### config.mk
export PLATFORM = sky130hd
export DESIGN_NAME = cbs_sequencer
export DESIGN_NICKNAME = d
export VERILOG_FILES = /design/src/rtl/placeholder_none.sv /design/src/common/cbs_pkg.sv /design/src/rtl/cbs_sequencer.sv /design/src/rtl/cbs_strobe_map.sv
export SDC_FILE = /design/constraint.sdc
export NUM_CORES = 1
export LEC_CHECK = 0
export BUFFER_PORTS_ARGS = -buffer_cell sky130_fd_sc_hd__buf_2
export CAP_MARGIN = 20
export CORE_MARGIN = 10
export CORE_UTILIZATION = 41
export DETAILED_ROUTE_END_ITERATION = 8
export GPL_ROUTABILITY_DRIVEN = 0
export SKIP_LAST_GASP = 1
export SLEW_MARGIN = 10
export SYNTH_ARGS = -nofsm -noshare
export SYNTH_HDL_FRONTEND = slang
export SYNTH_HIERARCHICAL = 1
export SYNTH_SLANG_ARGS = --single-unit
### constraint.sdc
create_clock -name clock -period 4.2 [get_ports clock]
set_clock_uncertainty 0.2 [all_clocks]
set_input_delay 0.21 -clock clock [delete_from_list [all_inputs] [get_ports clock]]
set_output_delay 0.21 -clock clock [all_outputs]
set_load 0.02 [all_outputs]
### src/rtl/placeholder_none.sv
// holds no logic: the sequencer and its strobe map carry the whole block
`timescale 1ns/1ps
`default_nettype none
`default_nettype wire

### src/common/cbs_pkg.sv
// shared types and constants of the bus cycle sequencer
package cbs_pkg;

  // instruction groups that the decoder hands to the sequencer
  typedef enum logic [3:0] {
    CLS_SINGLE    = 4'h0,
    CLS_ADD16     = 4'h1,
    CLS_ADD_IDX16 = 4'h2,
    CLS_ADC16     = 4'h3,
    CLS_ALU_REG   = 4'h4,
    CLS_ALU_IMM   = 4'h5,
    CLS_ALU_HL    = 4'h6,
    CLS_ALU_IDX   = 4'h7,
    CLS_BIT_REG   = 4'h8,
    CLS_BIT_HL    = 4'h9,
    CLS_BIT_IDX   = 4'hA,
    CLS_CALL      = 4'hB,
    CLS_CALL_COND = 4'hC
  } cbs_class_t;

  // kind of machine cycle
  typedef enum logic [3:0] {
    K_END    = 4'h0,
    K_FETCH1 = 4'h1,
    K_FETCH2 = 4'h2,
    K_FETCH3 = 4'h3,
    K_RD_OP  = 4'h4,
    K_RD_HL  = 4'h5,
    K_RD_IDX = 4'h6,
    K_INT    = 4'h7,
    K_WR_HI  = 4'h8,
    K_WR_LO  = 4'h9
  } cbs_kind_t;

  // t states, gray along idle, t1, t2, t3; internal state one bit off t3
  typedef enum logic [2:0] {
    TS_IDLE = 3'h0,
    TS_T1   = 3'h1,
    TS_T2   = 3'h3,
    TS_T3   = 3'h2,
    TS_TI   = 3'h6
  } cbs_tstate_t;

  // internal states per group
  localparam logic [3:0] ADD16_TI = 4'h4;
  localparam logic [3:0] IDX16_TI = 4'h4;
  localparam logic [3:0] ALU_IDX_TI = 4'h3;

  localparam logic [15:0] ADDR_RESET = 16'h0000;
  localparam logic [7:0] DATA_RESET = 8'h00;
  localparam logic [15:0] STACK_STEP = 16'h0001;
  localparam logic [15:0] PTR_STEP = 16'h0001;
  localparam logic [3:0] STEP_RESET = 4'h0;

endpackage

### src/rtl/cbs_sequencer.sv
// per-instruction bus cycle sequencer
// What this block does
// RL1: every instruction opens with a three-state first opcode fetch, read, request, marker and status low.
// RL2: prefixed instructions do a second three-state opcode fetch with the marker low and status high.
// RL3: internal states leave the address invalid, the data bus floating and every strobe high.
// RL4: operand, displacement and data reads take three states with only read and request low.
// RL5: a taken call fetches, reads low and high address, idles once, then writes return high at stack-1 and low at stack-2.
// RL6: a call whose condition is false ends after the fetch and the low address read.
// RL7: indexed arithmetic fetches two opcodes, reads the displacement, idles, then reads at index plus displacement.
// RL8: one t state per clock, the next cycle chosen from the instruction group and the cycle number.
`timescale 1ns/1ps
`default_nettype none
module cbs_sequencer (
  input wire logic clock,
  input wire logic rst_b,
  input wire logic instr_valid,
  input wire cbs_pkg::cbs_class_t instr_class,
  input wire logic cond_true,
  input wire logic use_index_y,
  input wire logic [15:0] program_counter,
  input wire logic [15:0] stack_pointer,
  input wire logic [15:0] memory_pointer_pair,
  input wire logic [15:0] index_register_x,
  input wire logic [15:0] index_register_y,
  input wire logic [7:0] data_in,
  output logic instr_ready,
  output logic instr_done,
  output logic [15:0] address,
  output logic address_valid,
  output logic [7:0] data_out,
  output logic data_oe,
  output logic read_strobe_b,
  output logic write_strobe_b,
  output logic memory_request_strobe_b,
  output logic io_request_strobe_b,
  output logic opcode_fetch_marker_b,
  output logic halt_b,
  output logic first_fetch_status_b
);
  typedef struct packed {
    cbs_pkg::cbs_tstate_t t;
    cbs_pkg::cbs_kind_t kind;
    cbs_pkg::cbs_class_t cls;
    logic [3:0] step;
    logic cond;
    logic [15:0] ptr;
    logic [15:0] sp;
    logic [15:0] hl;
    logic [15:0] base;
    logic [7:0] disp;
    logic [15:0] address;
    logic [7:0] data_out;
    logic done;
    logic [8:0] pins;
  } cbs_state_t;

  localparam cbs_state_t STATE_RESET = '{
    t: cbs_pkg::TS_IDLE, kind: cbs_pkg::K_END, cls: cbs_pkg::CLS_SINGLE,
    step: cbs_pkg::STEP_RESET, cond: 1'b0, ptr: cbs_pkg::ADDR_RESET,
    sp: cbs_pkg::ADDR_RESET, hl: cbs_pkg::ADDR_RESET, base: cbs_pkg::ADDR_RESET,
    disp: cbs_pkg::DATA_RESET, address: cbs_pkg::ADDR_RESET,
    data_out: cbs_pkg::DATA_RESET, done: 1'b0, pins: 9'h1FC};

  logic reset_b_meta;
  logic reset_b_sync;
  cbs_state_t s;
  cbs_state_t next_s;
  cbs_state_t next_reg;
  logic [8:0] next_pins;
  logic start;

  // reset is asserted at once and released through two flops
  always_ff @(posedge clock or negedge rst_b) begin
    if (!rst_b) begin
      reset_b_meta <= 1'b0;
      reset_b_sync <= 1'b0;
    end else begin
      reset_b_meta <= 1'b1;
      reset_b_sync <= reset_b_meta;
    end
  end

  // cycle table: kind of machine cycle i of a group, K_END once it is over
  function automatic cbs_pkg::cbs_kind_t step_kind(cbs_pkg::cbs_class_t c, logic [3:0] i,
                                                    logic cond);
    cbs_pkg::cbs_kind_t k;
    k = cbs_pkg::K_END;
    if (i == 4'h0) begin
      k = cbs_pkg::K_FETCH1; // RL1
    end else begin
      unique case (c)
        cbs_pkg::CLS_SINGLE: k = cbs_pkg::K_END;
        cbs_pkg::CLS_ADD16: if (i <= cbs_pkg::ADD16_TI) k = cbs_pkg::K_INT; // RL3
        cbs_pkg::CLS_ADD_IDX16, cbs_pkg::CLS_ADC16: begin
          if (i == 4'h1) k = cbs_pkg::K_FETCH2; // RL2
          else if (i <= 4'h1 + cbs_pkg::IDX16_TI) k = cbs_pkg::K_INT; // RL3
        end
        cbs_pkg::CLS_ALU_REG: if (i == 4'h1) k = cbs_pkg::K_INT;
        cbs_pkg::CLS_ALU_IMM: if (i == 4'h1) k = cbs_pkg::K_RD_OP; // RL4
        cbs_pkg::CLS_ALU_HL: if (i == 4'h1) k = cbs_pkg::K_RD_HL; // RL4
        cbs_pkg::CLS_ALU_IDX: begin
          if (i == 4'h1) k = cbs_pkg::K_FETCH2; // RL7
          else if (i == 4'h2) k = cbs_pkg::K_RD_OP; // RL7
          else if (i <= 4'h2 + cbs_pkg::ALU_IDX_TI) k = cbs_pkg::K_INT; // RL7
          else if (i == 4'h3 + cbs_pkg::ALU_IDX_TI) k = cbs_pkg::K_RD_IDX; // RL7
        end
        cbs_pkg::CLS_BIT_REG: if (i == 4'h1) k = cbs_pkg::K_FETCH2;
        cbs_pkg::CLS_BIT_HL: begin
          if (i == 4'h1) k = cbs_pkg::K_FETCH2;
          else if (i == 4'h2) k = cbs_pkg::K_RD_HL;
        end
        cbs_pkg::CLS_BIT_IDX: begin
          if (i == 4'h1) k = cbs_pkg::K_FETCH2;
          else if (i == 4'h2) k = cbs_pkg::K_RD_OP;
          else if (i == 4'h3) k = cbs_pkg::K_FETCH3;
          else if (i == 4'h4) k = cbs_pkg::K_RD_IDX;
        end
        cbs_pkg::CLS_CALL, cbs_pkg::CLS_CALL_COND: begin
          // a false condition stops after the low address byte
          if (i == 4'h1) k = cbs_pkg::K_RD_OP; // RL6
          else if (c == cbs_pkg::CLS_CALL_COND && !cond) k = cbs_pkg::K_END; // RL6
          else if (i == 4'h2) k = cbs_pkg::K_RD_OP; // RL5
          else if (i == 4'h3) k = cbs_pkg::K_INT; // RL5
          else if (i == 4'h4) k = cbs_pkg::K_WR_HI; // RL5
          else if (i == 4'h5) k = cbs_pkg::K_WR_LO; // RL5
        end
        default: k = cbs_pkg::K_END;
      endcase
    end
    return k;
  endfunction

  assign start = instr_valid && (s.t == cbs_pkg::TS_IDLE);

  always_comb begin
    next_s = s;
    next_s.done = 1'b0;
    unique case (s.t)
      cbs_pkg::TS_IDLE: begin
        if (instr_valid) begin
          next_s.cls = instr_class;
          next_s.cond = cond_true;
          next_s.ptr = program_counter;
          next_s.sp = stack_pointer;
          next_s.hl = memory_pointer_pair;
          next_s.base = use_index_y ? index_register_y : index_register_x;
          next_s.step = cbs_pkg::STEP_RESET;
          next_s.kind = cbs_pkg::K_FETCH1; // RL1
          next_s.t = cbs_pkg::TS_T1;
        end
      end
      cbs_pkg::TS_T1: next_s.t = cbs_pkg::TS_T2; // RL8
      cbs_pkg::TS_T2: next_s.t = cbs_pkg::TS_T3; // RL8
      cbs_pkg::TS_T3, cbs_pkg::TS_TI: begin
        // the displacement is captured at the close of the operand read
        if (s.t == cbs_pkg::TS_T3 && s.kind == cbs_pkg::K_RD_OP) begin
          next_s.disp = data_in; // RL7
        end
        if (s.kind inside {cbs_pkg::K_FETCH1, cbs_pkg::K_FETCH2, cbs_pkg::K_FETCH3,
                           cbs_pkg::K_RD_OP}) begin
          next_s.ptr = s.ptr + cbs_pkg::PTR_STEP;
        end
        next_s.step = s.step + 4'h1;
        next_s.kind = step_kind(s.cls, next_s.step, s.cond); // RL8
        if (next_s.kind == cbs_pkg::K_END) begin
          next_s.t = cbs_pkg::TS_IDLE;
          next_s.done = 1'b1;
        end else if (next_s.kind == cbs_pkg::K_INT) begin
          next_s.t = cbs_pkg::TS_TI; // RL3
        end else begin
          next_s.t = cbs_pkg::TS_T1;
        end
      end
      default: next_s = STATE_RESET;
    endcase
    next_s.data_out = cbs_pkg::DATA_RESET;
    unique case (next_s.kind)
      cbs_pkg::K_RD_HL: next_s.address = next_s.hl;
      cbs_pkg::K_RD_IDX: next_s.address = next_s.base + {{8{next_s.disp[7]}}, next_s.disp}; // RL7
      cbs_pkg::K_WR_HI: begin
        next_s.address = next_s.sp - cbs_pkg::STACK_STEP; // RL5
        next_s.data_out = next_s.ptr[15:8]; // RL5
      end
      cbs_pkg::K_WR_LO: begin
        next_s.address = next_s.sp - cbs_pkg::STACK_STEP - cbs_pkg::STACK_STEP; // RL5
        next_s.data_out = next_s.ptr[7:0]; // RL5
      end
      cbs_pkg::K_INT, cbs_pkg::K_END: next_s.address = cbs_pkg::ADDR_RESET; // RL3
      default: next_s.address = next_s.ptr;
    endcase
  end

  // pins join after the strobe map, so the map output never feeds back into next_s
  assign next_reg = {next_s[$bits(cbs_state_t)-1:9], next_pins};

  cbs_strobe_map u_map (
    .kind(next_s.kind),
    .read_strobe_b(next_pins[8]),
    .write_strobe_b(next_pins[7]),
    .memory_request_strobe_b(next_pins[6]),
    .io_request_strobe_b(next_pins[5]),
    .opcode_fetch_marker_b(next_pins[4]),
    .halt_b(next_pins[3]),
    .first_fetch_status_b(next_pins[2]),
    .address_valid(next_pins[1]),
    .data_oe(next_pins[0])
  );

  always_ff @(posedge clock or negedge reset_b_sync) begin
    if (!reset_b_sync) begin
      s <= STATE_RESET;
    end else begin
      s <= next_reg;
    end
  end

  assign instr_ready = (s.t == cbs_pkg::TS_IDLE);
  assign instr_done = s.done;
  assign address = s.address;
  assign data_out = s.data_out;
  assign {read_strobe_b, write_strobe_b, memory_request_strobe_b, io_request_strobe_b,
          opcode_fetch_marker_b, halt_b, first_fetch_status_b, address_valid, data_oe} = s.pins;

  a_first_fetch_pins: assert property (@(posedge clock) disable iff (!reset_b_sync) // RL1
    (start && instr_class == cbs_pkg::CLS_SINGLE) |=>
      (!read_strobe_b && !memory_request_strobe_b && !opcode_fetch_marker_b &&
       !first_fetch_status_b && write_strobe_b && io_request_strobe_b && halt_b)[*3]
      ##1 instr_done)
    else $error("first fetch strobes or length wrong");
  a_second_fetch_status: assert property (@(posedge clock) disable iff (!reset_b_sync) // RL2
    (s.kind == cbs_pkg::K_FETCH2) |-> (!opcode_fetch_marker_b && first_fetch_status_b &&
      !read_strobe_b && address == s.ptr))
    else $error("second fetch marker or status wrong");
  a_internal_quiet: assert property (@(posedge clock) disable iff (!reset_b_sync) // RL3
    (s.t == cbs_pkg::TS_TI) |-> (s.pins == 9'h1FC))
    else $error("internal state not quiet");
  a_read_three_states: assert property (@(posedge clock) disable iff (!reset_b_sync) // RL4
    (s.t == cbs_pkg::TS_T1 && s.kind inside {cbs_pkg::K_RD_OP, cbs_pkg::K_RD_HL,
      cbs_pkg::K_RD_IDX}) |-> (!read_strobe_b && !memory_request_strobe_b &&
      write_strobe_b && io_request_strobe_b && halt_b &&
      opcode_fetch_marker_b && first_fetch_status_b)[*3]
      ##1 (s.t != cbs_pkg::TS_T2))
    else $error("operand read not three states");
  a_call_stack_write: assert property (@(posedge clock) disable iff (!reset_b_sync) // RL5
    (start && instr_class == cbs_pkg::CLS_CALL) |-> ##13 (!write_strobe_b &&
      address == $past(stack_pointer, 13) - 16'h0001) ##3 (!write_strobe_b &&
      address == $past(stack_pointer, 16) - 16'h0002) ##1 instr_done)
    else $error("call stack writes misplaced");
  a_call_false_ends: assert property (@(posedge clock) disable iff (!reset_b_sync) // RL6
    (start && instr_class == cbs_pkg::CLS_CALL_COND && !cond_true) |=>
      write_strobe_b[*6] ##1 instr_done)
    else $error("false call did not end after two cycles");
  a_index_address: assert property (@(posedge clock) disable iff (!reset_b_sync) // RL7
    (start && instr_class == cbs_pkg::CLS_ALU_IDX) |-> ##13 (s.t == cbs_pkg::TS_T1 &&
      s.kind == cbs_pkg::K_RD_IDX && address == ($past(use_index_y, 13) ?
      $past(index_register_y, 13) : $past(index_register_x, 13)) +
      {{8{s.disp[7]}}, s.disp}))
    else $error("indexed read at wrong time or address");
  a_tstate_order: assert property (@(posedge clock) disable iff (!reset_b_sync) // RL8
    (s.t == cbs_pkg::TS_T1) |=> (s.t == cbs_pkg::TS_T2) ##1 (s.t == cbs_pkg::TS_T3))
    else $error("t states out of order");
endmodule
`default_nettype wire

### src/rtl/cbs_strobe_map.sv
// maps a machine cycle kind onto the bus strobe levels
`timescale 1ns/1ps
`default_nettype none
module cbs_strobe_map (
  input wire cbs_pkg::cbs_kind_t kind,
  output logic read_strobe_b,
  output logic write_strobe_b,
  output logic memory_request_strobe_b,
  output logic io_request_strobe_b,
  output logic opcode_fetch_marker_b,
  output logic halt_b,
  output logic first_fetch_status_b,
  output logic address_valid,
  output logic data_oe
);
  always_comb begin
    read_strobe_b = 1'b1;
    write_strobe_b = 1'b1;
    memory_request_strobe_b = 1'b1;
    io_request_strobe_b = 1'b1;
    opcode_fetch_marker_b = 1'b1;
    halt_b = 1'b1;
    first_fetch_status_b = 1'b1;
    address_valid = 1'b0;
    data_oe = 1'b0;
    unique case (kind)
      cbs_pkg::K_FETCH1: begin
        read_strobe_b = 1'b0;
        memory_request_strobe_b = 1'b0;
        opcode_fetch_marker_b = 1'b0;
        first_fetch_status_b = 1'b0;
        address_valid = 1'b1;
      end
      cbs_pkg::K_FETCH2, cbs_pkg::K_FETCH3: begin
        read_strobe_b = 1'b0;
        memory_request_strobe_b = 1'b0;
        opcode_fetch_marker_b = 1'b0;
        address_valid = 1'b1;
      end
      cbs_pkg::K_RD_OP, cbs_pkg::K_RD_HL, cbs_pkg::K_RD_IDX: begin
        read_strobe_b = 1'b0;
        memory_request_strobe_b = 1'b0;
        address_valid = 1'b1;
      end
      cbs_pkg::K_WR_HI, cbs_pkg::K_WR_LO: begin
        write_strobe_b = 1'b0;
        memory_request_strobe_b = 1'b0;
        address_valid = 1'b1;
        data_oe = 1'b1;
      end
      // internal states and idle keep every strobe high and the bus floating
      default: begin
        address_valid = 1'b0;
      end
    endcase
  end
endmodule
`default_nettype wire

==> results of run 1 <==
[layout by cell type (no fill, tap or decap), types with 6 or more instances in the layout]
| master | netlist | routed |
|---|---|---|
| a22o_1 | 28 | 28 |
| nand2_1 | 67 | 67 |
| a21o_1 | 10 | 10 |
| a22oi_1 | 14 | 14 |
| a222oi_1 | 6 | 6 |
| nand3_1 | 26 | 26 |
| ha_1 | 25 | 24 |
| a21oi_1 | 36 | 36 |
| o21ai_0 | 56 | 56 |
| and3_1 | 8 | 8 |
| nor4_1 | 7 | 7 |
| xor2_1 | 10 | 10 |
| buf_4 | 33 | 25 |
| dfrtp_1 | 117 | 116 |
| nand4_1 | 8 | 8 |
| inv_1 | 37 | 37 |
| nor2_1 | 50 | 50 |
| dlygate4sd3_1 | 0 | 64 |
| xnor2_1 | 23 | 23 |
| nor3_1 | 23 | 23 |
| nor3b_1 | 7 | 7 |
| a31oi_1 | 8 | 8 |
| clkbuf_16 | 0 | 17 |
| nand2b_1 | 9 | 9 |
| buf_2 | 8 | 131 |
| dfstp_2 | 7 | 7 |
| mux2i_1 | 20 | 20 |
[critical path: stages, from the launching register on]
cell and delay [ps]:
dfrtp_1 480, nor3b_2 460, a22oi_1 150, a2bb2oi_2 210, ha_1 210, o21ai_0 130
nand4_1 330, or4_4 590, a31oi_4 220, nand2_1 90, xnor2_1 170, a222oi_1 400
a21oi_1 130
[cell type report]
cell class	count	area share (%)
Clock buffer	21	4.72
Clock inverter	11	1.49
Inverter	38	1.46
Multi-Input combinational cell	579	41.7
Sequential cell	124	32.0
Tap cell	234	3.00
Timing Repair Buffer	222	15.6
[Yosys cell counts, types with 6 or more instances]
library cell  number
nor3_1            23
dfstp_2            7
a21oi_1           36
ha_1              25
buf_2              8
clkbuf_1          15
a31oi_1            8
nor3b_1            7
dfrtp_1          117
xor2_1            10
a22o_1            28
a21o_1            10
nand2_1           67
nand3_1           26
and3_1             8
buf_1              6
mux2i_1           20
nor2_1            50
nand4_1            8
buf_4             33
nor4_1             7
nand2b_1           9
xnor2_1           23
a22oi_1           14
inv_1             37
a222oi_1           6
o21ai_0           56
[repair_timing]
| action | 4_1_cts | 5_1_grt |
|---|---|---|
| hold buffers | 64 | 0 |
| hold endpoints to repair | 61 | 0 |
| resized for setup | 0 | 4 |
| endpoints found under the setup margin | 0 | 14 |
[final timing paths]
check | start | end | slack, ps
worst max-delay path | s[121] | address[11] | 290
worst min-delay path | index_register_x[11] | s[53] | -10
worst max register to register | s[121] | address[11] | 290
worst min register to register | reset_b_meta | reset_b_sync | 150
max in group asynchronous | reset_b_sync | first_fetch_status_b | 2690
min in group asynchronous | reset_b_sync | s[84] | 250
[per-layer routing]
layer,track usage [%],vias to the layer above,part of all wire [%]
met2,30.2,216,48
li1,-,3311,-
met3,3.82,25,6.1
met1,24.6,3272,45
met5,0,-,0
met4,5.53,0,1.4
[power by group]
group	leakage (µW)	total [µW]	switching, µW	internal (µW)
clock	0.000289	1520	554	962
combinational	0.00269	4820	2930	1890
sequential	0.00156	1970	294	1680
total	0.00453	8310	3770	4530
[kinds of logic (layout without fill, tap and decap cells)]
family / after synthesis / in the layout / synth area share [%]
compound gates: 239 / 239 / 22.9
xor+xnor: 35 / 35 / 4.26
fa+ha+maj: 26 / 26 / 4.32
buf+inv: 103 / 292 / 7.06
flops: 124 / 124 / 40.4
mux: 23 / 23 / 3.04
other cells: 2 / 3 / 0.0976
simple gates: 253 / 253 / 17.9
[stage by stage]
step / total power (µW) / hold slack, ps / cells / setup WS, ps
6_report: 8310 / -11.7 / 1229 / 290
5_1_grt: 8930 / 1.29 / 1229 / 37.8
4_1_cts: 8290 / 0.0672 / 1229 / 114
3_5_place_dp: 6690 / -201 / 1133 / 252
3_3_place_gp: 6690 / -204 / 1133 / 268
2_1_floorplan: 5530 / -286 / 806 / 184
==> impl_metrics.yaml, run 1 <==
status:
  outcome: "complete, but fails checks"
  violations: "negative hold slack"
sta:
  max_slew_margin_pct: 43.0
  setup_viol: 0
  period_share_pct: 93.1
  holdWs_ps: -11.7
  period_needed_ps: 3910
  fmax_ghz: 0.256
  report.final.slew_viol_count: 0
  setup-tns-final_ps: 0
  rsz0062_at_grt: "no"
  hold_viol_final: 1
  tightest_slew_ps: 856
synth:
  ys_async_sr_fraction_pct: 100
  synthCells: 805
  synth_area_leaders: "dfrtp_1, ha_1, o21ai_0, nand2_1, buf_4"
  ys_warn_count: 6
  ys.flop_type: "dfrtp_1"
  synth_top_area_share_pct: 38.0
  synth_top_area_cell: "dfrtp_1"
  ys_seq_area_share_pct: 40.4
  synth-edff-count: 0
  postSynthAreaPerCell_um2: 9.56
  synth_cell_types: 92
  syn_area_mm2: 0.00770
  synth_seq_cells: 124
detailed_routing:
  drc: 0
  drt-wirelength-per-cell_um: 18.4
  drt_wl_total_mm: 22.6
  vias: 6824
  vias_per_cell: 5.55
  dr.pass1.iters: 5
  postRouteAntennaNets: 0
  drt_iter0_drc: 390
final_layout:
  fillCellCount: 1712
  drive_above_1_share_pct: 23.4
  ff_latch_area_mm2: 0.00312
  antenna_cells: 0
  top_register: "s"
  fin_area_mm2: 0.00975
  utilization_pct: 52.5
  largest_reg_flops: 88
  final_nets: 1105
  multiInputGateArea_mm2: 0.00407
  area_delta_synth_final_pct: 26.6
critical_path:
  critPathCaptureType: "flop"
  cp_data_arrival_time_ps: 4000
  start_kind: "flop"
  cp_max_fo: 7
  critPathKind: "flop to flop"
  critical_path_required_ps: 4290
  r2r_cells: 12
clock_network:
  cts.sinks: 124
  cts_root_buf: "clkbuf_16"
  cts_tree: "yes"
  h-tree-depth: 4
  clock_latency_ps: 420
  path_clk_slew_ps: 60
  postCtsSetupRepairBufs: 0
  cts-buffers-inserted: 17
  cts.path.max_buffers: 2
die:
  die_h_um: 157
  initial_core_util_pct: 41.4
  dieArea_mm2: 0.0247
  boundaryPins: 132
  core-area_mm2: 0.0186
  die_w_um: 157
  rows: 50
global_routing:
  antenna_found_initial: 0
  grt_pass1_wl_mm: 36.6
  grt_util_all_layers_pct: 18.7
  grt_overflow_total: 0
  grt_pass1_vias: 6834
  grt_max_degree: 64
power:
  ir_drop_mv: 0.427
  p_leak_uw: 0.00453
  p_per_area_mw_per_mm2: 853
job:
  drv_cap: 0
worst_hold_path:
  hold_depth: 3
  hp-class: "input pin to flop"
placed_design:
  hpwl_mm: 16.7
  io_buffers: 131
  placed_cell_area_mm2: 0.00849
(Power assumes the default switching activity.)
==> inputs of run 2 (changes only) <==
CTS_CLUSTER_DIAMETER = 100   (was not set)
SKIP_LAST_GASP = not set   (was 1)
clock period = 4 ns   (was 4.2 ns; I/O delays follow)
==> impl_metrics.yaml, run 2 (synthesis gave the netlist of run 1 again) <==
final_layout:
  final_common_cell: "buf_2"
  fin_cells: 1245
  final_nets: 1121
  antenna_cells: 0
  drive_above_1_share_pct: 24.3
  area_delta_synth_final_pct: 29.0
  utilization_pct: 53.4
  top_register: "s"
  fillCellCount: 1670
  largest_reg_flops: 88
  layout_common_cells: "buf_2, dfrtp_1, dlygate4sd3_1"
  fin_area_mm2: 0.00993
critical_path:
  critical_path_required_ps: 4100
  crit_path_cell_trace: "nor3b_2 > nand2b_1 > o21ai_0 > ha_1 > a211o_1 > o211ai_1 > a211oi_2 > nor2_1 > a211o_1 > o21ai_0 > a21oi_1 > xnor3_1 > nand2_1 > o211ai_2"
  critPathMaxStageDelay_ps: 540
  cp_data_arrival_time_ps: 3870
  cp_max_fo: 7
  crit_slowest_cell: "o21ai_0"
  critPathKind: "flop to flop"
  critPathCaptureType: "flop"
  start_kind: "flop"
placed_design:
  hpwl_mm: 16.9
  dp_cells: 1143
  io_buffers: 131
  placed_cell_area_mm2: 0.00860
sta:
  fmax_ghz: 0.265
  hold_viol_final: 2
  tightest_slew_ps: 814
  setup_viol: 0
  period_needed_ps: 3770
  max_slew_margin_pct: 45.7
  rsz0062_at_grt: "no"
  period_share_pct: 94.3
  report.final.slew_viol_count: 0
  holdWs_ps: -13.8
power:
  p_sw_share_pct: 45.4
  p_leak_uw: 0.00462
  ir_drop_mv: 0.422
  p_total_uw: 8830
  p_per_area_mw_per_mm2: 889
  power_frac_seq_pct: 23.2
  switchingPower_uw: 4010
  internal_power_uw: 4820
  p_clk_share_pct: 17.6
  combPwrFrac_pct: 59.2
job:
  drv_cap: 0
global_routing:
  grt_pass1_vias: 6938
  grt_util_all_layers_pct: 18.7
  grt_overflow_total: 0
  antenna_found_initial: 0
  grt_max_degree: 65
  grt_pass1_wl_mm: 36.5
detailed_routing:
  drc: 0
  dr.pass1.iters: 5
  vias_per_cell: 5.53
  drt_iter0_drc: 598
  drt-wirelength-per-cell_um: 18.4
  postRouteAntennaNets: 0
  drt_wl_total_mm: 22.9
  vias: 6887
clock_network:
  cts.sinks: 124
  cts_tree: "yes"
  h-tree-depth: 4
  cts_root_buf: "clkbuf_16"
  clock_latency_ps: 430
  cts-buffers-inserted: 17
  path_clk_slew_ps: 60
  cts.path.max_buffers: 2
die:
  rows: 50
  core-area_mm2: 0.0186
  die_w_um: 157
  dieArea_mm2: 0.0247
  initial_core_util_pct: 41.4
  boundaryPins: 132
  die_h_um: 157
status:
  violations: "negative hold slack"
  outcome: "complete, but fails checks"
worst_hold_path:
  hp-class: "input pin to flop"
## run 2: stage by stage
step / TNS (ps) / worst slack, ps
finish: 0 / 229
global route: 0 / 2.51
global placement: -98.6 / -54.4
floorplan: 0 / 43.3
detailed placement: -143 / -55.7
CTS: 0 / 154
## run 2: cell type report
cell class / instances / area (µm²) / share of cell area (%)
clock inverter: 10 / 105 / 1.06
multi-input combinational: 579 / 4070 / 41.0
inverter: 38 / 143 / 1.44
timing repair buffer: 238 / 1710 / 17.2
clock buffer: 22 / 494 / 4.98
sequential: 124 / 3120 / 31.4
tap: 234 / 293 / 2.95
## run 2: worst max-delay path, delay by kind of cell, from the launching register on
family	cells	cell delay (ps)
fa+ha+maj	1	360
simple gates	4	730
compound gates	8	1630
xor+xnor	1	250
flops	1	470
## run 2: timing repair
item / in CTS / in global routing
setup endpoints to repair: 5 / 13
resized for setup: 1 / 3
endpoints found under the hold margin: 64 / 0
setup buffers: 0 / 2
pin swaps: 0 / 3
hold buffers: 68 / 0
## run 2: power by group through the flow
| stage | Sequential, µW | Clock (µW) | Combinational, µW |
|---|---|---|---|
| after floorplan | 2010 | 0 | 3790 |
| after global placement | 2060 | 0 | 5050 |
| after detailed placement | 2060 | 0 | 5060 |
| after CTS | 2040 | 1580 | 5160 |
| after global routing | 2100 | 1630 | 5770 |
| final | 2040 | 1560 | 5220 |
## run 2: worst paths after layout
kind                                      startpoint      endpoint  slack (ps)  cells past startpoint
worst max register to register                s[121]   address[15]         230                     14
min in group asynchronous               reset_b_sync         s[83]         210                      0
worst max-delay path                          s[121]   address[15]         230                     14
max in group asynchronous               reset_b_sync    address[3]        2550                      1
worst min-delay path            index_register_x[10]         s[52]         -10                      3
worst min register to register          reset_b_meta  reset_b_sync         150                      0
## run 2: routing by layer
layer  wire length, µm  part of all wire, %  GRT usage (%)
met4               426                  1.9           6.97
met2             10700                   47           29.4
met3              1230                  5.4           3.82
met1             10600                   46           24.7
met5                 0                    0              0
==> inputs of run 3 (changes only) <==
CAP_MARGIN = not set   (was 20)
GPL_TIMING_DRIVEN = 0   (was not set)
==> impl_metrics.yaml, run 3 (synthesis gave the netlist of run 1 again) <==
sta:
  period_share_pct: 96.8
  hold_viol_final: 3
  rsz0062_at_grt: "yes"
  period_needed_ps: 3870
  report.final.slew_viol_count: 0
  tightest_slew_ps: 814
  fmax_ghz: 0.258
  setup-tns-final_ps: 0
  holdWs_ps: -33.8
  setup_viol: 0
  max_slew_margin_pct: 45.2
  setup_slack_ps: 128
die:
  rows: 50
  die_w_um: 157
  die_h_um: 157
  boundaryPins: 132
  core-area_mm2: 0.0186
  dieArea_mm2: 0.0247
  initial_core_util_pct: 41.4
detailed_routing:
  vias_per_cell: 5.48
  vias: 7098
  drt_iter0_drc: 434
  postRouteAntennaNets: 0
  drc: 0
  drt_wl_total_mm: 24.0
  drt-wirelength-per-cell_um: 18.5
  dr.pass1.iters: 5
critical_path:
  cp_data_arrival_time_ps: 3970
  critPathCaptureType: "flop"
  critPathKind: "flop to flop"
  worstReg2RegStart: "s[121]"
  critPathMaxStageDelay_ps: 490
  cp_max_fo: 10
  crit_slowest_cell: "a222oi_1"
  crit_buf_inv: 3
  critPathTopFamily: "compound AO/OA/AOI/OAI gates"
  rr_endpoint: "address[11]"
  r2r_cells: 16
  r2r_slack_ps: 130
  crit_path_cell_trace: "buf_4 > nor3_1 > nand4b_1 > buf_4 > clkbuf_2 > nand3_1 > o21ai_0 > ha_1 > o21a_1 > nor2_1 > a211oi_2 > nor2_1 > a211o_1 > xnor2_1 > a222oi_1 > a21oi_1"
  critical_path_required_ps: 4090
  start_kind: "flop"
final_layout:
  multiInputGateArea_mm2: 0.00416
  layout_common_cells: "buf_2, dfrtp_1, dlygate4sd3_1"
  antenna_cells: 0
  fillCellCount: 1697
  largest_reg_flops: 88
  top_register: "s"
  final_nets: 1172
  drive_above_1_share_pct: 27.9
  ff_latch_area_mm2: 0.00312
  area_delta_synth_final_pct: 34.0
  final_common_cell: "buf_2"
power:
  p_leak_uw: 0.00482
  ir_drop_mv: 0.377
  p_per_area_mw_per_mm2: 874
clock_network:
  cts_root_buf: "clkbuf_16"
  path_clk_slew_ps: 60
  clock_latency_ps: 430
  cts-buffers-inserted: 17
  cts.path.max_buffers: 2
  h-tree-depth: 4
  cts_tree: "yes"
  cts.sinks: 124
worst_hold_path:
  hold_depth: 3
  whs_endpoint: "s[46]"
  hp-class: "input pin to flop"
  worst_hold_startpoint: "index_register_y[4]"
global_routing:
  grt_util_all_layers_pct: 19.6
  grt_max_degree: 60
  grt_pass1_vias: 7078
  grt_overflow_total: 0
  antenna_found_initial: 0
  grt_pass1_wl_mm: 37.7
job:
  drv_cap: 0
placed_design:
  pre_cts_ws_ps: -1210
  hpwl_mm: 17.6
  io_buffers: 130
status:
  outcome: "complete, but fails checks"
  violations: "negative hold slack"
-- run 3: timing repair --
item                                    CTS  global route
resized for setup                        24            35
endpoints found under the setup margin   18            27
hold endpoints to repair                 75             1
hold buffers                             76             1
setup buffers                             7            10
pin swaps                                 6            15
-- run 3: worst register-to-register path: cells and delay by family, from the launching register on --
kind,cells,cell delay [ps]
xor+xnor,1,150
compound gates,6,1460
fa+ha+maj,1,390
flops,1,460
simple gates,5,510
buf+inv,3,570
-- run 3: cell type report --
class / count / share of cell area (%)
Buffer: 63 / 4.20
Clock buffer: 21 / 4.37
Clock inverter: 11 / 0.922
Inverter: 38 / 1.38
Multi-Input combinational cell: 579 / 40.4
Sequential cell: 124 / 30.2
Tap cell: 234 / 2.84
Timing Repair Buffer: 226 / 15.7
-- run 3: worst max-delay path by stage --
stage / slack, ps / end / start / depth (start not counted)
final: 130 / address[11] / s[121] / 16
after detailed placement: -1210 / address[11] / s[119] / 14
after global routing: -160 / address[11] / s[121] / 16
after floorplan: 40 / address[12] / s[119] / 13
after global placement: -1500 / data_out[3] / reset_b_sync / 0
after CTS: -3 / address[14] / s[120] / 19
-- run 3: routing by layer --
layer  vias up  routed length, µm  GRT usage, %
li1       3453                  -             -
met1      3398              10900          25.8
met2       216              11300          30.5
met3        31               1270          4.28
met4         0                597          8.04
met5         -                  0             0
-- run 3: where the power goes --
group	leakage, µW	internal, µW	switching, µW
sequential	0.00155	1770	242
clock	0.000263	866	590
combinational	0.00300	2240	3310
total	0.00482	4870	4140
-- run 3: stage by stage --
| step | cell area [µm²] | hold WS, ps | power [µW] | utilization, % | cells |
|---|---|---|---|---|---|
| after global routing | 10300 | -8.37 | 9660 | 55.5 | 1296 |
| after detailed placement | 8700 | -214 | 7140 | 46.8 | 1172 |
| final | 10300 | -33.8 | 9010 | 55.5 | 1296 |
| after floorplan | 7700 | -296 | 5800 | - | 806 |
| after CTS | 10100 | 0.642 | 8780 | 54.5 | 1285 |
| after global placement | 8640 | -215 | 7110 | 46.5 | 1170 |
